==> src/uaef_pkg.sv <==
// constants for the usb address and event flag block
// assumes a 32-bit apb slave port and one 125 mhz core clock
package uaef_pkg;

    // register indices; byte address is four times the index
    localparam logic [7:0] CTRL_IDX  = 8'h10;
    localparam logic [7:0] EPEV_IDX  = 8'h11;
    localparam logic [7:0] FNEV_IDX  = 8'h12;
    localparam logic [7:0] CTRL_ADDR = {CTRL_IDX[5:0], 2'b00};
    localparam logic [7:0] EPEV_ADDR = {EPEV_IDX[5:0], 2'b00};
    localparam logic [7:0] FNEV_ADDR = {FNEV_IDX[5:0], 2'b00};

    // reset values
    localparam logic [7:0] CTRL_RST = 8'h00;
    localparam logic [7:0] EPEV_RST = 8'h00;
    localparam logic [6:0] FNEV_RST = 7'h00;

    // field widths and positions
    localparam int EP_W      = 8;
    localparam int FN_W      = 7;
    localparam int ADDR_W    = 7;
    localparam int CTRL_EN   = 7;
    localparam int EP_SETUP  = 7;
    localparam int EP_OUT0   = 6;
    localparam int EP_TX0    = 5;
    localparam int EP_TX1    = 4;
    localparam int EP_TX2    = 3;
    localparam int EP_SUSP   = 2;
    localparam int EP_TX3    = 1;
    localparam int EP_RX4    = 0;
    localparam int FN_BPWR   = 6;
    localparam int FN_WAKE   = 5;
    localparam int FN_BRST   = 4;
    localparam int FN_RSM    = 3;
    localparam int FN_KEY    = 2;
    localparam int FN_PB0    = 1;
    localparam int FN_TM0    = 0;

    localparam logic [6:0] ADDR_ZERO = 7'h00;

endpackage

==> src/uaef_flag_if.sv <==
// carrier between the top block and one sticky flag register
// assumes owner and user share the core clock
`timescale 1ns/1ps
interface uaef_flag_if #(parameter int W = 8);
    logic [W-1:0] set;
    logic         wr;
    logic [W-1:0] wdata;
    logic [W-1:0] flags;

    modport owner (input set, input wr, input wdata, output flags);
    modport user  (output set, output wr, output wdata, input flags);
endinterface

==> src/uaef_flag_reg.sv <==
// one register of sticky event flags, set by hardware, cleared by writing 0
// assumes set and wr are single-cycle strobes on the core clock
`timescale 1ns/1ps
module uaef_flag_reg
    import uaef_pkg::*;
#(
    parameter int           W   = 8,
    parameter logic [W-1:0] RST = '0
)(
    input  wire logic clock,   // core clock
    input  wire logic rst_n,   // synchronised reset, active low
    uaef_flag_if.owner fl      // set, write and flag value
);
    typedef struct packed
    {
        logic [W-1:0] flags;
    } uaef_flag_st_t;

    uaef_flag_st_t s_q;
    uaef_flag_st_t s_d;

    always_comb
    begin
        s_d = s_q;
        // a written 1 keeps the flag; only hardware raises one
        if (fl.wr)
        begin
            s_d.flags = s_q.flags & fl.wdata;
        end
        // set applied last so a same-cycle clear loses
        s_d.flags = s_d.flags | fl.set;
    end

    always_ff @(posedge clock or negedge rst_n)
    begin
        if (!rst_n)
        begin
            s_q.flags <= RST;
        end
        else
        begin
            s_q <= s_d;
        end
    end

    assign fl.flags = s_q.flags;

    property p_flag_hold;
        @(posedge clock) disable iff (!rst_n)
        (s_q.flags[0] && !fl.wr) |=> s_q.flags[0];
    endproperty
    a_flag_hold: assert property (p_flag_hold)
        else $error("flag dropped without a write");

endmodule

==> src/uaef_top.sv <==
// usb function enable, device address and two sticky event flag registers
// assumes an apb master on the core clock; event strobes come from logic
// on the same clock, pins are asynchronous and are synchronised here
//
// Behaviour
// usb function enabled only while bit 7 set
// seven-bit address in low bits, reset zero
// stored address zero answers bus address zero
// firmware writes assigned address, device then matches
// endpoint0 setup packet sets flag bit 7
// endpoint0 out data received sets bit 6
// endpoint0 transmit done sets bit 5
// endpoint1 interrupt-in transmit sets bit 4
// endpoint2 interrupt-in transmit sets bit 3
// suspend detect sets bit 2; clear ends suspend
// endpoint3 bulk-in done sets bit 1
// endpoint4 bulk-out received sets bit 0
// flags stay set until written zero
// firmware clears by whole-register writes only
// bus power attach on sense pin sets flag
// wake timer timeout sets flag
// host bus reset sets flag
// resume while suspended sets flag
// keyboard scan line event sets flag
// port b pin zero falling edge sets flag
// timer0 overflow sets flag
// function flags bits six..zero, bit seven unused
// simultaneous set and clear leaves flag set
`timescale 1ns/1ps
module uaef_top
    import uaef_pkg::*;
(
    input  wire logic        clock,                 // core clock, 125 mhz
    input  wire logic        arst_n,                // async reset, low
    input  wire logic        psel,                  // apb select
    input  wire logic        penable,               // apb enable
    input  wire logic        pwrite,                // apb write
    input  wire logic [7:0]  paddr,                 // apb byte address
    input  wire logic [31:0] pwdata,                // apb write data
    input  wire logic [3:0]  pstrb,                 // apb byte strobes
    output logic      [31:0] prdata,                // apb read data
    output logic             pready,                // apb ready
    output logic             pslverr,               // apb error
    input  wire logic        ep0_setup_evt,         // ep0 setup received
    input  wire logic        ep0_out_evt,           // ep0 out data in fifo
    input  wire logic        ep0_tx_evt,            // ep0 transmit done
    input  wire logic        ep1_tx_evt,            // ep1 interrupt-in sent
    input  wire logic        ep2_tx_evt,            // ep2 interrupt-in sent
    input  wire logic        suspend_evt,           // bus suspend seen
    input  wire logic        ep3_tx_evt,            // ep3 bulk-in done
    input  wire logic        ep4_rx_evt,            // ep4 bulk-out received
    input  wire logic        bus_reset_evt,         // host bus reset
    input  wire logic        resume_evt,            // resume signalling
    input  wire logic        wake_timer_evt,        // wake timer timeout
    input  wire logic        timer0_ovf_evt,        // timer0 overflow
    input  wire logic        bus_power_sense_pin,   // vbus sense pin
    input  wire logic [7:0]  key_scan_inputs,       // keyboard scan lines
    input  wire logic        port_b_pin_zero,       // port b pin 0
    input  wire logic        token_valid,           // token address valid
    input  wire logic [6:0]  token_addr,            // token device address
    output logic             usb_function_enable,   // usb function on
    output logic      [6:0]  device_address_field,  // stored address
    output logic             addr_match,            // token is for us
    output logic             suspended,             // device in suspend
    output logic      [7:0]  endpoint_event_flags,  // endpoint flags
    output logic      [6:0]  function_event_flags   // function flags
);

    ////////////////////////////////////////////////////////////////////////
    // reset release

    logic [1:0] rst_sync_q;
    logic       rst_n;

    always_ff @(posedge clock or negedge arst_n)
    begin
        if (!arst_n)
        begin
            rst_sync_q <= 2'b00;
        end
        else
        begin
            rst_sync_q <= {rst_sync_q[0], 1'b1};
        end
    end

    assign rst_n = rst_sync_q[1];

    ////////////////////////////////////////////////////////////////////////
    // state

    typedef struct packed
    {
        logic        bp_s1;
        logic        bp_s2;
        logic        bp_prev;
        logic [7:0]  kb_s1;
        logic [7:0]  kb_s2;
        logic [7:0]  kb_prev;
        logic        pb_s1;
        logic        pb_s2;
        logic        pb_prev;
        logic [7:0]  ctrl;
        logic [31:0] rdata;
        logic        ready;
        logic        err;
        logic        match;
    } uaef_state_t;

    uaef_state_t s_q;
    uaef_state_t s_d;

    uaef_flag_if #(.W(EP_W)) ep_if ();
    uaef_flag_if #(.W(FN_W)) fn_if ();

    logic setup_ph;
    logic access_done;
    logic hit_ctrl;
    logic hit_epev;
    logic hit_fnev;
    logic wr_low;
    logic bp_rise;
    logic pb_fall;
    logic kb_fall;

    always_comb
    begin
        setup_ph    = psel && !penable;
        access_done = psel && penable && s_q.ready;
        hit_ctrl    = (paddr == CTRL_ADDR);
        hit_epev    = (paddr == EPEV_ADDR);
        hit_fnev    = (paddr == FNEV_ADDR);
        // only the low byte lane holds data
        wr_low      = access_done && pwrite && pstrb[0] && !s_q.err;
        bp_rise     = s_q.bp_s2 && !s_q.bp_prev;
        pb_fall     = !s_q.pb_s2 && s_q.pb_prev;
        // a key press pulls a scan line low
        kb_fall     = |(~s_q.kb_s2 & s_q.kb_prev);
    end

    ////////////////////////////////////////////////////////////////////////
    // flag registers

    always_comb
    begin
        ep_if.set           = '0;
        ep_if.set[EP_SETUP] = ep0_setup_evt;
        ep_if.set[EP_OUT0]  = ep0_out_evt;
        ep_if.set[EP_TX0]   = ep0_tx_evt;
        ep_if.set[EP_TX1]   = ep1_tx_evt;
        ep_if.set[EP_TX2]   = ep2_tx_evt;
        ep_if.set[EP_SUSP]  = suspend_evt;
        ep_if.set[EP_TX3]   = ep3_tx_evt;
        ep_if.set[EP_RX4]   = ep4_rx_evt;
        ep_if.wr            = wr_low && hit_epev;
        ep_if.wdata         = pwdata[EP_W-1:0];

        // bits 6..0 of the function register; bit 7 has no storage
        fn_if.set           = '0;
        fn_if.set[FN_BPWR]  = bp_rise;
        fn_if.set[FN_WAKE]  = wake_timer_evt;
        fn_if.set[FN_BRST]  = bus_reset_evt;
        // resume only counts while the suspend flag stands
        fn_if.set[FN_RSM]   = resume_evt && ep_if.flags[EP_SUSP];
        fn_if.set[FN_KEY]   = kb_fall;
        fn_if.set[FN_PB0]   = pb_fall;
        fn_if.set[FN_TM0]   = timer0_ovf_evt;
        fn_if.wr            = wr_low && hit_fnev;
        fn_if.wdata         = pwdata[FN_W-1:0];
    end

    uaef_flag_reg #(.W(EP_W), .RST(EPEV_RST)) u_ep_flags
    (
        .clock (clock),
        .rst_n (rst_n),
        .fl    (ep_if.owner)
    );

    uaef_flag_reg #(.W(FN_W), .RST(FNEV_RST)) u_fn_flags
    (
        .clock (clock),
        .rst_n (rst_n),
        .fl    (fn_if.owner)
    );

    ////////////////////////////////////////////////////////////////////////
    // next state

    always_comb
    begin
        s_d         = s_q;
        s_d.bp_s1   = bus_power_sense_pin;
        s_d.bp_s2   = s_q.bp_s1;
        s_d.bp_prev = s_q.bp_s2;
        s_d.kb_s1   = key_scan_inputs;
        s_d.kb_s2   = s_q.kb_s1;
        s_d.kb_prev = s_q.kb_s2;
        s_d.pb_s1   = port_b_pin_zero;
        s_d.pb_s2   = s_q.pb_s1;
        s_d.pb_prev = s_q.pb_s2;

        // answer is prepared in the setup cycle, so access lasts one cycle
        s_d.ready   = setup_ph;
        s_d.err     = setup_ph && !(hit_ctrl || hit_epev || hit_fnev);
        s_d.rdata   = 32'h0000_0000;
        if (setup_ph && !pwrite)
        begin
            if (hit_ctrl)
            begin
                s_d.rdata[7:0] = s_q.ctrl;
            end
            else if (hit_epev)
            begin
                s_d.rdata[EP_W-1:0] = ep_if.flags;
            end
            else if (hit_fnev)
            begin
                s_d.rdata[FN_W-1:0] = fn_if.flags;
            end
        end

        if (wr_low && hit_ctrl)
        begin
            s_d.ctrl = pwdata[7:0];
        end

        // matching stops while the function is disabled
        s_d.match = token_valid && s_q.ctrl[CTRL_EN]
                    && (token_addr == s_q.ctrl[ADDR_W-1:0]);
    end

    always_ff @(posedge clock or negedge rst_n)
    begin
        if (!rst_n)
        begin
            s_q         <= '0;
            s_q.ctrl    <= CTRL_RST;
        end
        else
        begin
            s_q <= s_d;
        end
    end

    ////////////////////////////////////////////////////////////////////////
    // outputs

    assign prdata               = s_q.rdata;
    assign pready               = s_q.ready;
    assign pslverr              = s_q.err;
    assign usb_function_enable  = s_q.ctrl[CTRL_EN];
    assign device_address_field = s_q.ctrl[ADDR_W-1:0];
    assign addr_match           = s_q.match;
    assign suspended            = ep_if.flags[EP_SUSP];
    assign endpoint_event_flags = ep_if.flags;
    assign function_event_flags = fn_if.flags;

    ////////////////////////////////////////////////////////////////////////
    // checks

    property p_enable_write;
        @(posedge clock) disable iff (!rst_n)
        (wr_low && hit_ctrl) |=> (usb_function_enable == $past(pwdata[7]));
    endproperty
    a_enable_write: assert property (p_enable_write)
        else $error("enable bit not taken from write");

    property p_addr_write;
        @(posedge clock) disable iff (!rst_n)
        (wr_low && hit_ctrl)
        |=> (device_address_field == $past(pwdata[6:0]));
    endproperty
    a_addr_write: assert property (p_addr_write)
        else $error("address field not taken from write");

    property p_match_zero;
        @(posedge clock) disable iff (!rst_n)
        (token_valid && usb_function_enable
         && device_address_field == ADDR_ZERO && token_addr == ADDR_ZERO)
        |=> addr_match;
    endproperty
    a_match_zero: assert property (p_match_zero)
        else $error("address zero not answered");

    property p_no_match;
        @(posedge clock) disable iff (!rst_n)
        (!token_valid || !usb_function_enable
         || token_addr != device_address_field) |=> !addr_match;
    endproperty
    a_no_match: assert property (p_no_match)
        else $error("foreign or disabled token matched");

    property p_setup_flag;
        @(posedge clock) disable iff (!rst_n)
        ep0_setup_evt |=> endpoint_event_flags[EP_SETUP];
    endproperty
    a_setup_flag: assert property (p_setup_flag)
        else $error("setup flag not set");

    property p_suspend;
        @(posedge clock) disable iff (!rst_n)
        suspend_evt |=> suspended;
    endproperty
    a_suspend: assert property (p_suspend)
        else $error("suspend not entered");

    property p_bus_power;
        @(posedge clock) disable iff (!rst_n)
        bp_rise |=> function_event_flags[FN_BPWR];
    endproperty
    a_bus_power: assert property (p_bus_power)
        else $error("bus power flag not set");

    property p_pb_fall;
        @(posedge clock) disable iff (!rst_n)
        $fell(s_q.pb_s2) |=> function_event_flags[FN_PB0];
    endproperty
    a_pb_fall: assert property (p_pb_fall)
        else $error("pin edge flag not set");

    property p_resume_gate;
        @(posedge clock) disable iff (!rst_n)
        (!function_event_flags[FN_RSM] && !suspended)
        |=> !function_event_flags[FN_RSM];
    endproperty
    a_resume_gate: assert property (p_resume_gate)
        else $error("resume flag set outside suspend");

    property p_set_wins;
        @(posedge clock) disable iff (!rst_n)
        (ep4_rx_evt && ep_if.wr && !pwdata[EP_RX4])
        |=> endpoint_event_flags[EP_RX4];
    endproperty
    a_set_wins: assert property (p_set_wins)
        else $error("event lost to a same-cycle clear");

    property p_ready_once;
        @(posedge clock) disable iff (!rst_n)
        pready |=> !pready;
    endproperty
    a_ready_once: assert property (p_ready_once)
        else $error("ready held longer than one cycle");

    c_addr_set: cover property (@(posedge clock) disable iff (!rst_n)
        wr_low && hit_ctrl && pwdata[7] && pwdata[6:0] != ADDR_ZERO);
    c_match: cover property (@(posedge clock) disable iff (!rst_n)
        addr_match && device_address_field != ADDR_ZERO);
    c_resume: cover property (@(posedge clock) disable iff (!rst_n)
        fn_if.set[FN_RSM]);
    c_clash: cover property (@(posedge clock) disable iff (!rst_n)
        ep4_rx_evt && ep_if.wr && !pwdata[EP_RX4]);

endmodule

==> config.mk <==
export PLATFORM = sky130hd
export DESIGN_NAME = uaef_top
export DESIGN_NICKNAME = d
export VERILOG_FILES = /design/src/uaef_pkg.sv /design/src/uaef_flag_if.sv /design/src/uaef_flag_reg.sv /design/src/uaef_top.sv
export SDC_FILE = /design/constraint.sdc
export NUM_CORES = 1
export LEC_CHECK = 0
export ABC_AREA = 1
export BUFFER_PORTS_ARGS = -buffer_cell sky130_fd_sc_hd__buf_2
export CELL_PAD_IN_SITES_DETAIL_PLACEMENT = 1
export CELL_PAD_IN_SITES_GLOBAL_PLACEMENT = 1
export CORE_ASPECT_RATIO = 0.75
export CORE_MARGIN = 4
export CORE_UTILIZATION = 34
export CTS_CLUSTER_DIAMETER = 80
export DETAILED_ROUTE_END_ITERATION = 6
export PLACE_DENSITY_LB_ADDON = 0.25
export RECOVER_POWER = 100
export SYNTH_ARGS = -nofsm -noshare
export SYNTH_HDL_FRONTEND = slang
export SYNTH_SLANG_ARGS = --single-unit
==> constraint.sdc <==
create_clock -name clock -period 2.53 [get_ports clock]
set_clock_uncertainty 0.1 [all_clocks]
set_input_delay 0.1265 -clock clock [delete_from_list [all_inputs] [get_ports clock]]
set_output_delay 0.1265 -clock clock [all_outputs]
set_load 0.01 [all_outputs]
==> impl_metrics.prom, run 1 <==
# TYPE chip_impl_metric gauge
chip_impl_metric{name="critical_path_required",unit="ps"} 2630
chip_impl_metric{name="total_negative_slack_for_setup_checks",unit="ps"} 0
chip_impl_metric{name="drt-wirelength-per-cell",unit="um"} 14.75
chip_impl_info{name="final_common_cell",value="nand2_1"} 1
chip_impl_info{name="most-common-layout-cells",value="92 x nand2_1, 66 x dfrtp_1, 49 x buf_2"} 1
chip_impl_metric{name="ys_async_sr_fraction",unit=""} 1.000
chip_impl_metric{name="cellLeakagePower",unit="nW"} 2.061
chip_impl_metric{name="area.growth.synth_to_final",unit="%"} 30.03
chip_impl_metric{name="post-place-ws",unit="ps"} 903.3
chip_impl_metric{name="synth.avg_cell_area",unit="um2"} 8.946
chip_impl_metric{name="fp.dieW",unit="um"} 117.2
chip_impl_metric{name="synth.yosys.warnings",unit=""} 0
chip_impl_info{name="worstSetupStartpointType",value="input port"} 1
chip_impl_info{name="crit-reg2reg-launch",value="pslverr"} 1
chip_impl_metric{name="timing.fmax",unit="MHz"} 542.9
chip_impl_metric{name="worst_slew_margin_rel",unit=""} 0.2794
chip_impl_metric{name="vdd.ir_drop.worst",unit="mV"} 0.3693
chip_impl_metric{name="tritoncts_num_sinks",unit=""} 66
chip_impl_info{name="synth_top_cells_by_area",value="dfrtp_1 54%, nand2_1 11%, buf_4 11%"} 1
chip_impl_info{name="synth_flop_cell",value="dfrtp_1"} 1
chip_impl_info{name="regToRegEndpoint",value="u_fn_flags.fl.flags[4]"} 1
chip_impl_metric{name="worst_r2r_path_depth",unit=""} 7
chip_impl_metric{name="detail-route-antenna-nets",unit=""} 0
chip_impl_info{name="cp-end-kind",value="register"} 1
chip_impl_metric{name="ioPinCount",unit=""} 138
chip_impl_metric{name="drt-initial-drc-count",unit=""} 72
chip_impl_metric{name="grt_pass1_wl",unit="um"} 13680
chip_impl_metric{name="maximum_number_of_pins_on_one_net_before_global_route_repair",unit=""} 39
chip_impl_info{name="hold_end",value="addr_match"} 1
chip_impl_metric{name="htree_num_levels",unit=""} 3
chip_impl_metric{name="slew_viol_final",unit=""} 0
chip_impl_metric{name="antenna_cells_inserted",unit=""} 0
chip_impl_metric{name="placeableCoreArea",unit="um2"} 8600
chip_impl_metric{name="numPortBuffers",unit=""} 86
chip_impl_metric{name="antenna_found_initial",unit=""} 0
chip_impl_metric{name="initial_utilization",unit=""} 0.3537
chip_impl_metric{name="drt_wl_total",unit="um"} 8303
chip_impl_metric{name="finalCritPeriodShare",unit=""} 0.7280
chip_impl_info{name="crit_path_top_delay_cell",value="dlygate4sd3_1"} 1
chip_impl_metric{name="synth_edf_count",unit=""} 0
chip_impl_info{name="clk_root_buffer_cell",value="clkbuf_16"} 1
chip_impl_info{name="critPathKind",value="in -> reg"} 1
chip_impl_metric{name="postSynthCellCount",unit=""} 340
chip_impl_metric{name="cts.clk_slew.worst_paths",unit="ps"} 50
chip_impl_metric{name="yosysSeqAreaShare",unit=""} 0.5430
chip_impl_info{name="hold_start",value="token_addr[3]"} 1
chip_impl_metric{name="synth_area",unit="um2"} 3042
chip_impl_metric{name="grt_pass1_vias",unit=""} 2745
chip_impl_metric{name="final_net_count",unit=""} 529
chip_impl_metric{name="power_density",unit="nW/um2"} 636.6
chip_impl_info{name="cts_tree",value="built"} 1
chip_impl_metric{name="ys_seq_elements",unit=""} 66
chip_impl_metric{name="drt-pass1-iter-count",unit=""} 4
chip_impl_metric{name="global_route.usage.total",unit=""} 0.1649
chip_impl_metric{name="distinct_cell_type_count_of_the_synthesized_netlist",unit=""} 19
chip_impl_metric{name="synth_largest_type_area_fraction",unit=""} 0.5430
chip_impl_info{name="post-synth-top-area-cell",value="dfrtp_1"} 1
chip_impl_info{name="rsz0062_at_grt",value="false"} 1
chip_impl_metric{name="slew_of_the_pin_with_the_lowest_slew_margin",unit="ps"} 1081
chip_impl_metric{name="critical_path.max_fanout",unit=""} 24
chip_impl_metric{name="cts_max_path_buffers",unit=""} 2
chip_impl_metric{name="max_cap_viol_count",unit=""} 0
chip_impl_metric{name="drc_errors",unit=""} 0
chip_impl_metric{name="gp_congestion",unit=""} 0.7608
chip_impl_metric{name="tritoncts.num_buffers",unit=""} 9
chip_impl_metric{name="finalHoldViolations",unit=""} 0
chip_impl_metric{name="finalSetupViolations",unit=""} 0
chip_impl_metric{name="cts.repair_timing.setup_buffer_count",unit=""} 0
chip_impl_metric{name="timing.reg2reg.setup_slack",unit="ps"} 710
chip_impl_metric{name="clk_latency",unit="ps"} 320
chip_impl_metric{name="hpwlAfterDp",unit="um"} 6150
chip_impl_metric{name="die_area",unit="um2"} 10540
chip_impl_metric{name="total_number_of_placement_rows",unit=""} 29
chip_impl_metric{name="post_drt_via_cell_ratio",unit=""} 4.485
chip_impl_info{name="outcome",value="finished, final reports clean"} 1
chip_impl_metric{name="fraction_of_final_layout_cells_with_drive_strength_greater_than_1",unit=""} 0.1582
chip_impl_metric{name="cp_slowest_stage_delay",unit="ps"} 530
chip_impl_info{name="path_cells",value="dlygate4sd3_1 > clkbuf_1 > nand3_1 > nor3_1 > buf_4 > nand2_4 > nand2_1 > nand3b_1"} 1
chip_impl_metric{name="die_h",unit="um"} 89.91
chip_impl_info{name="min_path_type",value="in -> reg"} 1
chip_impl_metric{name="final_critical_path_setup_slack",unit="ps"} 688.1
chip_impl_metric{name="worst_hold_path.num_cells",unit=""} 4
chip_impl_metric{name="grt.overflow.total",unit=""} 0
chip_impl_metric{name="detailroute.via_count",unit=""} 2525
chip_impl_metric{name="timing.final.crit_period",unit="ps"} 1842
chip_impl_metric{name="crit_arrival",unit="ps"} 1940
-- worst max-delay path, delay by kind of cell --
kind	cells	cell delay [ps]
and+or+nand+nor	5	800
buffers and inverters	3	1020
-- through the flow --
step	total power, mW	area [um2]	cells	hold slack, ps	util
floorplan	1.214	3128	363	-269.1	-
global placement	1.256	3405	516	-187.3	0.3959
detailed placement	1.261	3405	516	-183.1	0.3959
CTS	2.550	4021	563	12.77	0.4676
global route	2.628	3955	563	13.37	0.4599
finish	2.518	3955	563	14.18	0.4599
-- power by group --
part	leakage, nW	switching, mW	internal, mW	total (mW)
logic	1.15	0.0884	0.0842	0.173
clock network	0.145	0.429	0.814	1.24
registers	0.767	0.0183	1.08	1.10
total	2.06	0.535	1.98	2.52
-- cell families after synthesis --
group | share of synthesized area
xor+xnor | 0.002880
flops | 0.5430
compound gates | 0.01892
other cells | 0.002469
buf+inv | 0.1452
simple gates | 0.2875
-- state kept, by name, summed over array words and instances (netlist names) --
name	flops
addr_match	1
device_address_field	7
prdata	8
pready	1
pslverr	1
rst_sync_q	2
s_d	20
s_q	10
u_ep_flags.fl.flags	8
u_fn_flags.fl.flags	7
usb_function_enable	1
-- routing by layer --
layer | vias to the layer above | track usage | wire, um
li1 | 1222 | - | -
met1 | 1213 | 0.2221 | 3740
met2 | 82 | 0.2608 | 3816
met3 | 8 | 0.04564 | 650
met4 | 0 | 0.04298 | 96
met5 | - | 0 | 0
-- Yosys cell counts, types with 2 or more instances --
library cell  count
nand2_1          92
dfrtp_1          66
buf_4            43
nor2_1           31
inv_1            29
nand3b_1         26
nand3_1          25
o21ai_0           7
nand4_1           4
nor2_2            4
a21oi_1           2
buf_2             2
conb_1            2
o22ai_1           2
-- how the worst max path moves through the flow --
stage                   from                endpoint  slack, ps  cells after the start
4_1_cts              pslverr  u_fn_flags.fl.flags[4]        870                      7
5_1_grt              penable  u_fn_flags.fl.flags[0]        520                      8
6_report             penable  u_fn_flags.fl.flags[4]        690                      8
2_1_floorplan  rst_sync_q[1]              addr_match        460                      0
3_3_place_gp         pslverr  u_fn_flags.fl.flags[5]        920                      7
3_5_place_dp         pslverr  u_fn_flags.fl.flags[4]        900                      7
-- what timing repair did --
| action | in CTS | in global routing |
|---|---|---|
| resized for setup | 0 | 0 |
| hold endpoints to repair | 30 | 0 |
| hold buffers | 31 | 0 |
-- area by class of cell --
cell class | count | area [um2]
Fill cell | 1045 | 4644
Sequential cell | 66 | 1652
Multi-Input combinational cell | 223 | 1016
Timing Repair Buffer | 121 | 737.0
Clock buffer | 12 | 256.5
Tap cell | 108 | 135.1
Inverter | 29 | 108.9
Clock inverter | 4 | 50.05
(Power assumes the default switching activity.)
==> inputs of run 2 (changes only) <==
CORE_UTILIZATION = 30   (was 34)
clock period = 1.6 ns   (was 2.53 ns; I/O delays follow)
==> impl_metrics.prom, run 2 (same netlist as run 1, synthesis figures left out) <==
# TYPE chip_impl_metric gauge
chip_impl_metric{name="timing.final.crit_period",unit="ps"} 1461
chip_impl_metric{name="power_density",unit="nW/um2"} 995.2
chip_impl_metric{name="ioPinCount",unit=""} 138
chip_impl_metric{name="slew_of_the_pin_with_the_lowest_slew_margin",unit="ps"} 979.3
chip_impl_metric{name="timing.fmax",unit="MHz"} 684.6
chip_impl_metric{name="drt-wirelength-per-cell",unit="um"} 14.10
chip_impl_metric{name="htree_num_levels",unit=""} 3
chip_impl_metric{name="finalHoldViolations",unit=""} 0
chip_impl_metric{name="area.sequential",unit="um2"} 1653
chip_impl_metric{name="worst_r2r_path_depth",unit=""} 8
chip_impl_metric{name="total_number_of_placement_rows",unit=""} 31
chip_impl_metric{name="drt_wl_total",unit="um"} 8446
chip_impl_info{name="grt.busiest_layer",value="met2"} 1
chip_impl_metric{name="vdd.ir_drop.worst",unit="mV"} 0.4920
chip_impl_info{name="outcome",value="finished, final reports clean"} 1
chip_impl_metric{name="met2_usage",unit=""} 0.2428
chip_impl_info{name="critPathKind",value="reg -> reg"} 1
chip_impl_info{name="hold_end",value="addr_match"} 1
chip_impl_metric{name="clk_latency",unit="ps"} 320
chip_impl_info{name="hold_start",value="token_valid"} 1
chip_impl_metric{name="critical_path_required",unit="ps"} 1700
chip_impl_metric{name="cts.repair_timing.setup_buffer_count",unit=""} 0
chip_impl_metric{name="global_route.usage.total",unit=""} 0.1470
chip_impl_metric{name="die_h",unit="um"} 95.20
chip_impl_metric{name="largest_register_ff_count",unit=""} 20
chip_impl_metric{name="hpwlAfterDp",unit="um"} 6438
chip_impl_info{name="clk_root_buffer_cell",value="clkbuf_16"} 1
chip_impl_metric{name="numPortBuffers",unit=""} 86
chip_impl_metric{name="cts.clk_slew.worst_paths",unit="ps"} 60
chip_impl_info{name="rsz0062_at_grt",value="false"} 1
chip_impl_metric{name="antenna_found_initial",unit=""} 0
chip_impl_info{name="cpLargestDelayFamily",value="simple AND/OR/NAND/NOR gates"} 1
chip_impl_metric{name="area.growth.synth_to_final",unit="%"} 35.66
chip_impl_metric{name="detail-route-antenna-nets",unit=""} 0
chip_impl_metric{name="post_drt_via_cell_ratio",unit=""} 4.250
chip_impl_metric{name="num-fill-cells",unit=""} 1199
chip_impl_metric{name="critical_path.max_fanout",unit=""} 14
chip_impl_metric{name="groute.layer.met1.usage",unit=""} 0.1970
chip_impl_metric{name="worst_hold_path.num_cells",unit=""} 5
chip_impl_info{name="worstSetupStartpointType",value="register"} 1
chip_impl_metric{name="cts_max_path_buffers",unit=""} 2
chip_impl_metric{name="placeableCoreArea",unit="um2"} 9774
chip_impl_metric{name="drt-initial-drc-count",unit=""} 103
chip_impl_metric{name="grt_pass1_vias",unit=""} 2695
chip_impl_info{name="path_cells",value="inv_1 > nand2_1 > nor3_4 > buf_4 > buf_12 > nand2_4 > nand2_1 > nand3b_1"} 1
chip_impl_metric{name="multi_input_logic_area",unit="um2"} 1037
chip_impl_info{name="final_common_cell",value="nand2_1"} 1
chip_impl_info{name="most-common-layout-cells",value="91 x nand2_1, 65 x dfrtp_1, 51 x buf_2"} 1
chip_impl_metric{name="tritoncts_num_sinks",unit=""} 66
chip_impl_metric{name="tritoncts.num_buffers",unit=""} 9
chip_impl_metric{name="finalSetupViolations",unit=""} 0
chip_impl_metric{name="cp_slowest_stage_delay",unit="ps"} 380
chip_impl_metric{name="worst_slew_margin_rel",unit=""} 0.3472
chip_impl_metric{name="initial_utilization",unit=""} 0.3112
chip_impl_metric{name="total_negative_slack_for_setup_checks",unit="ps"} 0
chip_impl_metric{name="antenna_cells_inserted",unit=""} 0
chip_impl_metric{name="drt-pass1-iter-count",unit=""} 5
chip_impl_metric{name="timing.reg2reg.setup_slack",unit="ps"} 140
chip_impl_metric{name="max_cap_viol_count",unit=""} 0
chip_impl_metric{name="crit_arrival",unit="ps"} 1560
chip_impl_metric{name="die_area",unit="um2"} 11830
chip_impl_metric{name="maximum_number_of_pins_on_one_net_before_global_route_repair",unit=""} 39
chip_impl_info{name="cts_tree",value="built"} 1
chip_impl_metric{name="global_route.usage.met3",unit=""} 0.03919
chip_impl_info{name="cp-end-kind",value="register"} 1
chip_impl_info{name="crit-reg2reg-launch",value="pslverr"} 1
chip_impl_metric{name="cellLeakagePower",unit="nW"} 2.144
chip_impl_metric{name="hold-worst-slack",unit="ps"} 8.176
chip_impl_metric{name="finalCritPeriodShare",unit=""} 0.9130
chip_impl_info{name="timing.critical_path.mode_cell",value="nand2_1"} 1
chip_impl_info{name="regToRegEndpoint",value="u_fn_flags.fl.flags[4]"} 1
chip_impl_metric{name="drc_errors",unit=""} 0
chip_impl_metric{name="slew_viol_final",unit=""} 0
chip_impl_metric{name="fraction_of_final_layout_cells_with_drive_strength_greater_than_1",unit=""} 0.1863
chip_impl_metric{name="grt_pass1_wl",unit="um"} 13860
chip_impl_metric{name="fp.dieW",unit="um"} 124.3
chip_impl_metric{name="gp_congestion",unit=""} 0.7981
chip_impl_info{name="min_path_type",value="in -> reg"} 1
chip_impl_metric{name="critical_path.n_buffers_inverters",unit=""} 3
chip_impl_metric{name="grt.overflow.total",unit=""} 0
chip_impl_metric{name="final_net_count",unit=""} 542
chip_impl_metric{name="detailroute.via_count",unit=""} 2546
chip_impl_info{name="crit_path_top_delay_cell",value="dfrtp_1"} 1
==> run 2: per-layer routing <==
| metal | routed length [um] | up-vias |
|---|---|---|
| li1 | - | 1255 |
| met1 | 3957 | 1207 |
| met2 | 3923 | 76 |
| met3 | 498 | 8 |
| met4 | 67 | 0 |
| met5 | 0 | - |
==> run 2: per-stage QoR <==
stage               power (mW)    util  std cells  setup slack [ps]  instance area [um2]
global route             4.273  0.4222        599             20.27                 4126
finish                   4.107  0.4222        599             139.2                 4126
global placement         1.989  0.3575        548             117.3                 3495
detailed placement       1.996  0.3575        548             82.21                 3495
CTS                      4.178  0.4269        599             48.97                 4173
floorplan                1.920       -        363             185.4                 3129
==> run 2: worst register-to-register path, cell delays in order (launching register included) <==
cell and delay [ps]:
dfrtp_1 380, inv_1 60, nand2_1 70, nor3_4 170
buf_4 180, buf_12 150, nand2_4 90, nand2_1 90
nand3b_1 80
==> run 2: timing repair <==
action / in CTS / in global routing
hold buffers: 36 / 0
endpoints found under the setup margin: 0 / 8
endpoints found under the hold margin: 35 / 0
gates resized for setup: 0 / 1
==> run 2: area by class of cell <==
| class | count | share of cell area |
|---|---|---|
| Tap cell | 132 | 0.04002 |
| Sequential cell | 66 | 0.4005 |
| Clock inverter | 5 | 0.01910 |
| Clock buffer | 10 | 0.05791 |
| Multi-Input combinational cell | 223 | 0.2514 |
| Timing Repair Buffer | 134 | 0.2047 |
| Inverter | 29 | 0.02638 |
==> run 2: how the worst max path moves through the flow <==
| stage | cells after the start | start | slack [ps] | end |
|---|---|---|---|---|
| 3_3_place_gp | 7 | paddr[1] | 120 | u_ep_flags.fl.flags[7] |
| 2_1_floorplan | 6 | pslverr | 190 | u_ep_flags.fl.flags[0] |
| 5_1_grt | 8 | pslverr | 20 | u_fn_flags.fl.flags[3] |
| 4_1_cts | 7 | pslverr | 50 | u_ep_flags.fl.flags[5] |
| 6_report | 8 | pslverr | 140 | u_fn_flags.fl.flags[4] |
| 3_5_place_dp | 8 | paddr[6] | 80 | u_ep_flags.fl.flags[5] |
==> run 2: report_power, final <==
group          switching, mW  internal, mW  total (mW)
registers             0.0159          1.72        1.73
logic                  0.156         0.142       0.298
clock network          0.685          1.39        2.08
==> inputs of run 3 (changes only) <==
RECOVER_POWER = default   (was 100)
==> impl_metrics.prom, run 3 (same netlist as run 1, synthesis figures left out) <==
# TYPE chip_impl_metric gauge
chip_impl_info{name="min_path_type",value="in -> reg"} 1
chip_impl_metric{name="cellLeakagePower",unit="nW"} 2.245
chip_impl_metric{name="drt-wirelength-per-cell",unit="um"} 14.11
chip_impl_metric{name="die_area",unit="um2"} 11830
chip_impl_metric{name="worst_slew_margin_rel",unit=""} 0.6615
chip_impl_info{name="outcome",value="finished, final reports clean"} 1
chip_impl_info{name="crit-reg2reg-launch",value="pslverr"} 1
chip_impl_metric{name="fraction_of_final_layout_cells_with_drive_strength_greater_than_1",unit=""} 0.2612
chip_impl_metric{name="area.sequential",unit="um2"} 1653
chip_impl_metric{name="maximum_number_of_pins_on_one_net_before_global_route_repair",unit=""} 39
chip_impl_metric{name="timing.reg2reg.setup_slack",unit="ps"} 140
chip_impl_metric{name="ioPinCount",unit=""} 138
chip_impl_metric{name="final_cells",unit=""} 599
chip_impl_metric{name="hpwlAfterDp",unit="um"} 6438
chip_impl_metric{name="antenna_found_initial",unit=""} 0
chip_impl_metric{name="finalSetupViolations",unit=""} 0
chip_impl_metric{name="timing.fmax",unit="MHz"} 684.6
chip_impl_metric{name="cts.clk_slew.worst_paths",unit="ps"} 60
chip_impl_metric{name="drc_errors",unit=""} 0
chip_impl_metric{name="largest_register_ff_count",unit=""} 20
chip_impl_metric{name="cts_max_path_buffers",unit=""} 2
chip_impl_info{name="clk_root_buffer_cell",value="clkbuf_16"} 1
chip_impl_info{name="rsz0062_at_grt",value="false"} 1
chip_impl_metric{name="timing.final.crit_period",unit="ps"} 1461
chip_impl_metric{name="antenna_cells_inserted",unit=""} 0
chip_impl_metric{name="crit_arrival",unit="ps"} 1560
chip_impl_metric{name="detailroute.via_count",unit=""} 2548
chip_impl_metric{name="worst_r2r_path_depth",unit=""} 8
chip_impl_metric{name="post_drt_via_cell_ratio",unit=""} 4.254
chip_impl_info{name="final_common_cell",value="nand2_1"} 1
chip_impl_metric{name="htree_num_levels",unit=""} 3
chip_impl_metric{name="initial_utilization",unit=""} 0.3112
chip_impl_metric{name="vdd.ir_drop.worst",unit="mV"} 0.4938
chip_impl_metric{name="final_net_count",unit=""} 542
chip_impl_metric{name="finalCritPeriodShare",unit=""} 0.9129
chip_impl_metric{name="die_h",unit="um"} 95.20
chip_impl_metric{name="drt-pass1-iter-count",unit=""} 4
chip_impl_info{name="critPathKind",value="reg -> reg"} 1
chip_impl_metric{name="hold-worst-slack",unit="ps"} 9.075
chip_impl_metric{name="placeableCoreArea",unit="um2"} 9774
chip_impl_metric{name="multi_input_logic_area",unit="um2"} 1037
chip_impl_metric{name="fp.dieW",unit="um"} 124.3
chip_impl_metric{name="drt_wl_total",unit="um"} 8452
chip_impl_metric{name="global_route.usage.total",unit=""} 0.1470
chip_impl_metric{name="numPortBuffers",unit=""} 86
chip_impl_info{name="hold_end",value="addr_match"} 1
chip_impl_info{name="regToRegEndpoint",value="u_fn_flags.fl.flags[4]"} 1
chip_impl_metric{name="total_number_of_placement_rows",unit=""} 31
chip_impl_info{name="worstSetupStartpointType",value="register"} 1
chip_impl_metric{name="detail-route-antenna-nets",unit=""} 0
chip_impl_metric{name="finish.utilization",unit=""} 0.4272
chip_impl_metric{name="max_cap_viol_count",unit=""} 0
chip_impl_metric{name="finalHoldViolations",unit=""} 0
chip_impl_metric{name="total_negative_slack_for_setup_checks",unit="ps"} 0
chip_impl_info{name="hold_start",value="token_valid"} 1
chip_impl_metric{name="grt_pass1_wl",unit="um"} 13860
chip_impl_metric{name="worst_hold_path.num_cells",unit=""} 5
chip_impl_metric{name="grt.overflow.total",unit=""} 0
chip_impl_metric{name="critical_path.max_fanout",unit=""} 14
chip_impl_metric{name="critical_path_required",unit="ps"} 1700
chip_impl_metric{name="clk_latency",unit="ps"} 320
chip_impl_metric{name="tritoncts.num_buffers",unit=""} 9
chip_impl_metric{name="drt-initial-drc-count",unit=""} 81
chip_impl_metric{name="num-fill-cells",unit=""} 1188
chip_impl_info{name="cts_tree",value="built"} 1
chip_impl_metric{name="area.growth.synth_to_final",unit="%"} 37.27
chip_impl_info{name="most-common-layout-cells",value="91 x nand2_1, 86 x buf_2, 65 x dfrtp_1"} 1
chip_impl_metric{name="grt_pass1_vias",unit=""} 2695
chip_impl_metric{name="slew_viol_final",unit=""} 0
chip_impl_metric{name="fin_total_pwr",unit="mW"} 4.114
chip_impl_info{name="cp-end-kind",value="register"} 1
chip_impl_metric{name="placed_cells",unit=""} 548
chip_impl_metric{name="tritoncts_num_sinks",unit=""} 66
chip_impl_metric{name="slew_of_the_pin_with_the_lowest_slew_margin",unit="ps"} 507.7
chip_impl_metric{name="gp_congestion",unit=""} 0.7981
chip_impl_metric{name="power_density",unit="nW/um2"} 985.4
chip_impl_metric{name="cts.repair_timing.setup_buffer_count",unit=""} 0
## run 3: changes by cell type in the layout (fill, tap and decap cells not counted)
cell      previous run  this run
buf_2               51        86
clkbuf_1            35         0
buf_4                9        11
clkbuf_2             2         0
## run 3: power by group
part / internal (mW) / leakage, nW / switching, mW / total (mW)
clock network: 1.39 / 0.158 / 0.689 / 2.08
logic: 0.144 / 1.32 / 0.157 / 0.301
registers: 1.72 / 0.766 / 0.0159 / 1.73
total: 3.25 / 2.24 / 0.862 / 4.11
## run 3: worst max-delay path by stage
stage / endpoint / from / cells past startpoint
after global routing: u_fn_flags.fl.flags[3] / pslverr / 8
after global placement: u_ep_flags.fl.flags[7] / paddr[1] / 7
after detailed placement: u_ep_flags.fl.flags[5] / paddr[6] / 8
after floorplan: u_ep_flags.fl.flags[0] / pslverr / 6
after CTS: u_ep_flags.fl.flags[5] / pslverr / 7
final: u_fn_flags.fl.flags[4] / pslverr / 8
## run 3: stage by stage
| step | setup slack, ps | area (um2) |
|---|---|---|
| floorplan | 185.4 | 3129 |
| global placement | 117.3 | 3495 |
| detailed placement | 82.21 | 3495 |
| CTS | 48.97 | 4173 |
| global route | 23.14 | 4175 |
| finish | 139.3 | 4175 |
## run 3: timing repair
item	4_1_cts	5_1_grt
hold buffers	36	0
endpoints found under the setup margin	0	8
resized for setup	0	1
hold endpoints to repair	35	0
## run 3: critical path, stage by stage, from the launching register on
cell and delay, ps:
dfrtp_1 370, inv_1 60, nand2_1 70, nor3_4 160, buf_4 180, buf_12 140, nand2_4 90, nand2_1 90
nand3b_1 80
## run 3: layout make-up
class | instances | share of cell area
sequential | 66 | 0.3959
tap | 132 | 0.03956
timing repair buffer | 134 | 0.2140
clock inverter | 5 | 0.01888
multi-input combinational | 223 | 0.2484
clock buffer | 10 | 0.05724
inverter | 29 | 0.02607
## run 3: routing by layer
| layer | vias to the layer above | wire [um] | global-route usage |
|---|---|---|---|
| met3 | 8 | 427 | 0.03919 |
| met1 | 1216 | 4034 | 0.1970 |
| met4 | 0 | 67 | 0.03011 |
| li1 | 1253 | - | - |
| met2 | 71 | 3923 | 0.2428 |
| met5 | - | 0 | 0 |
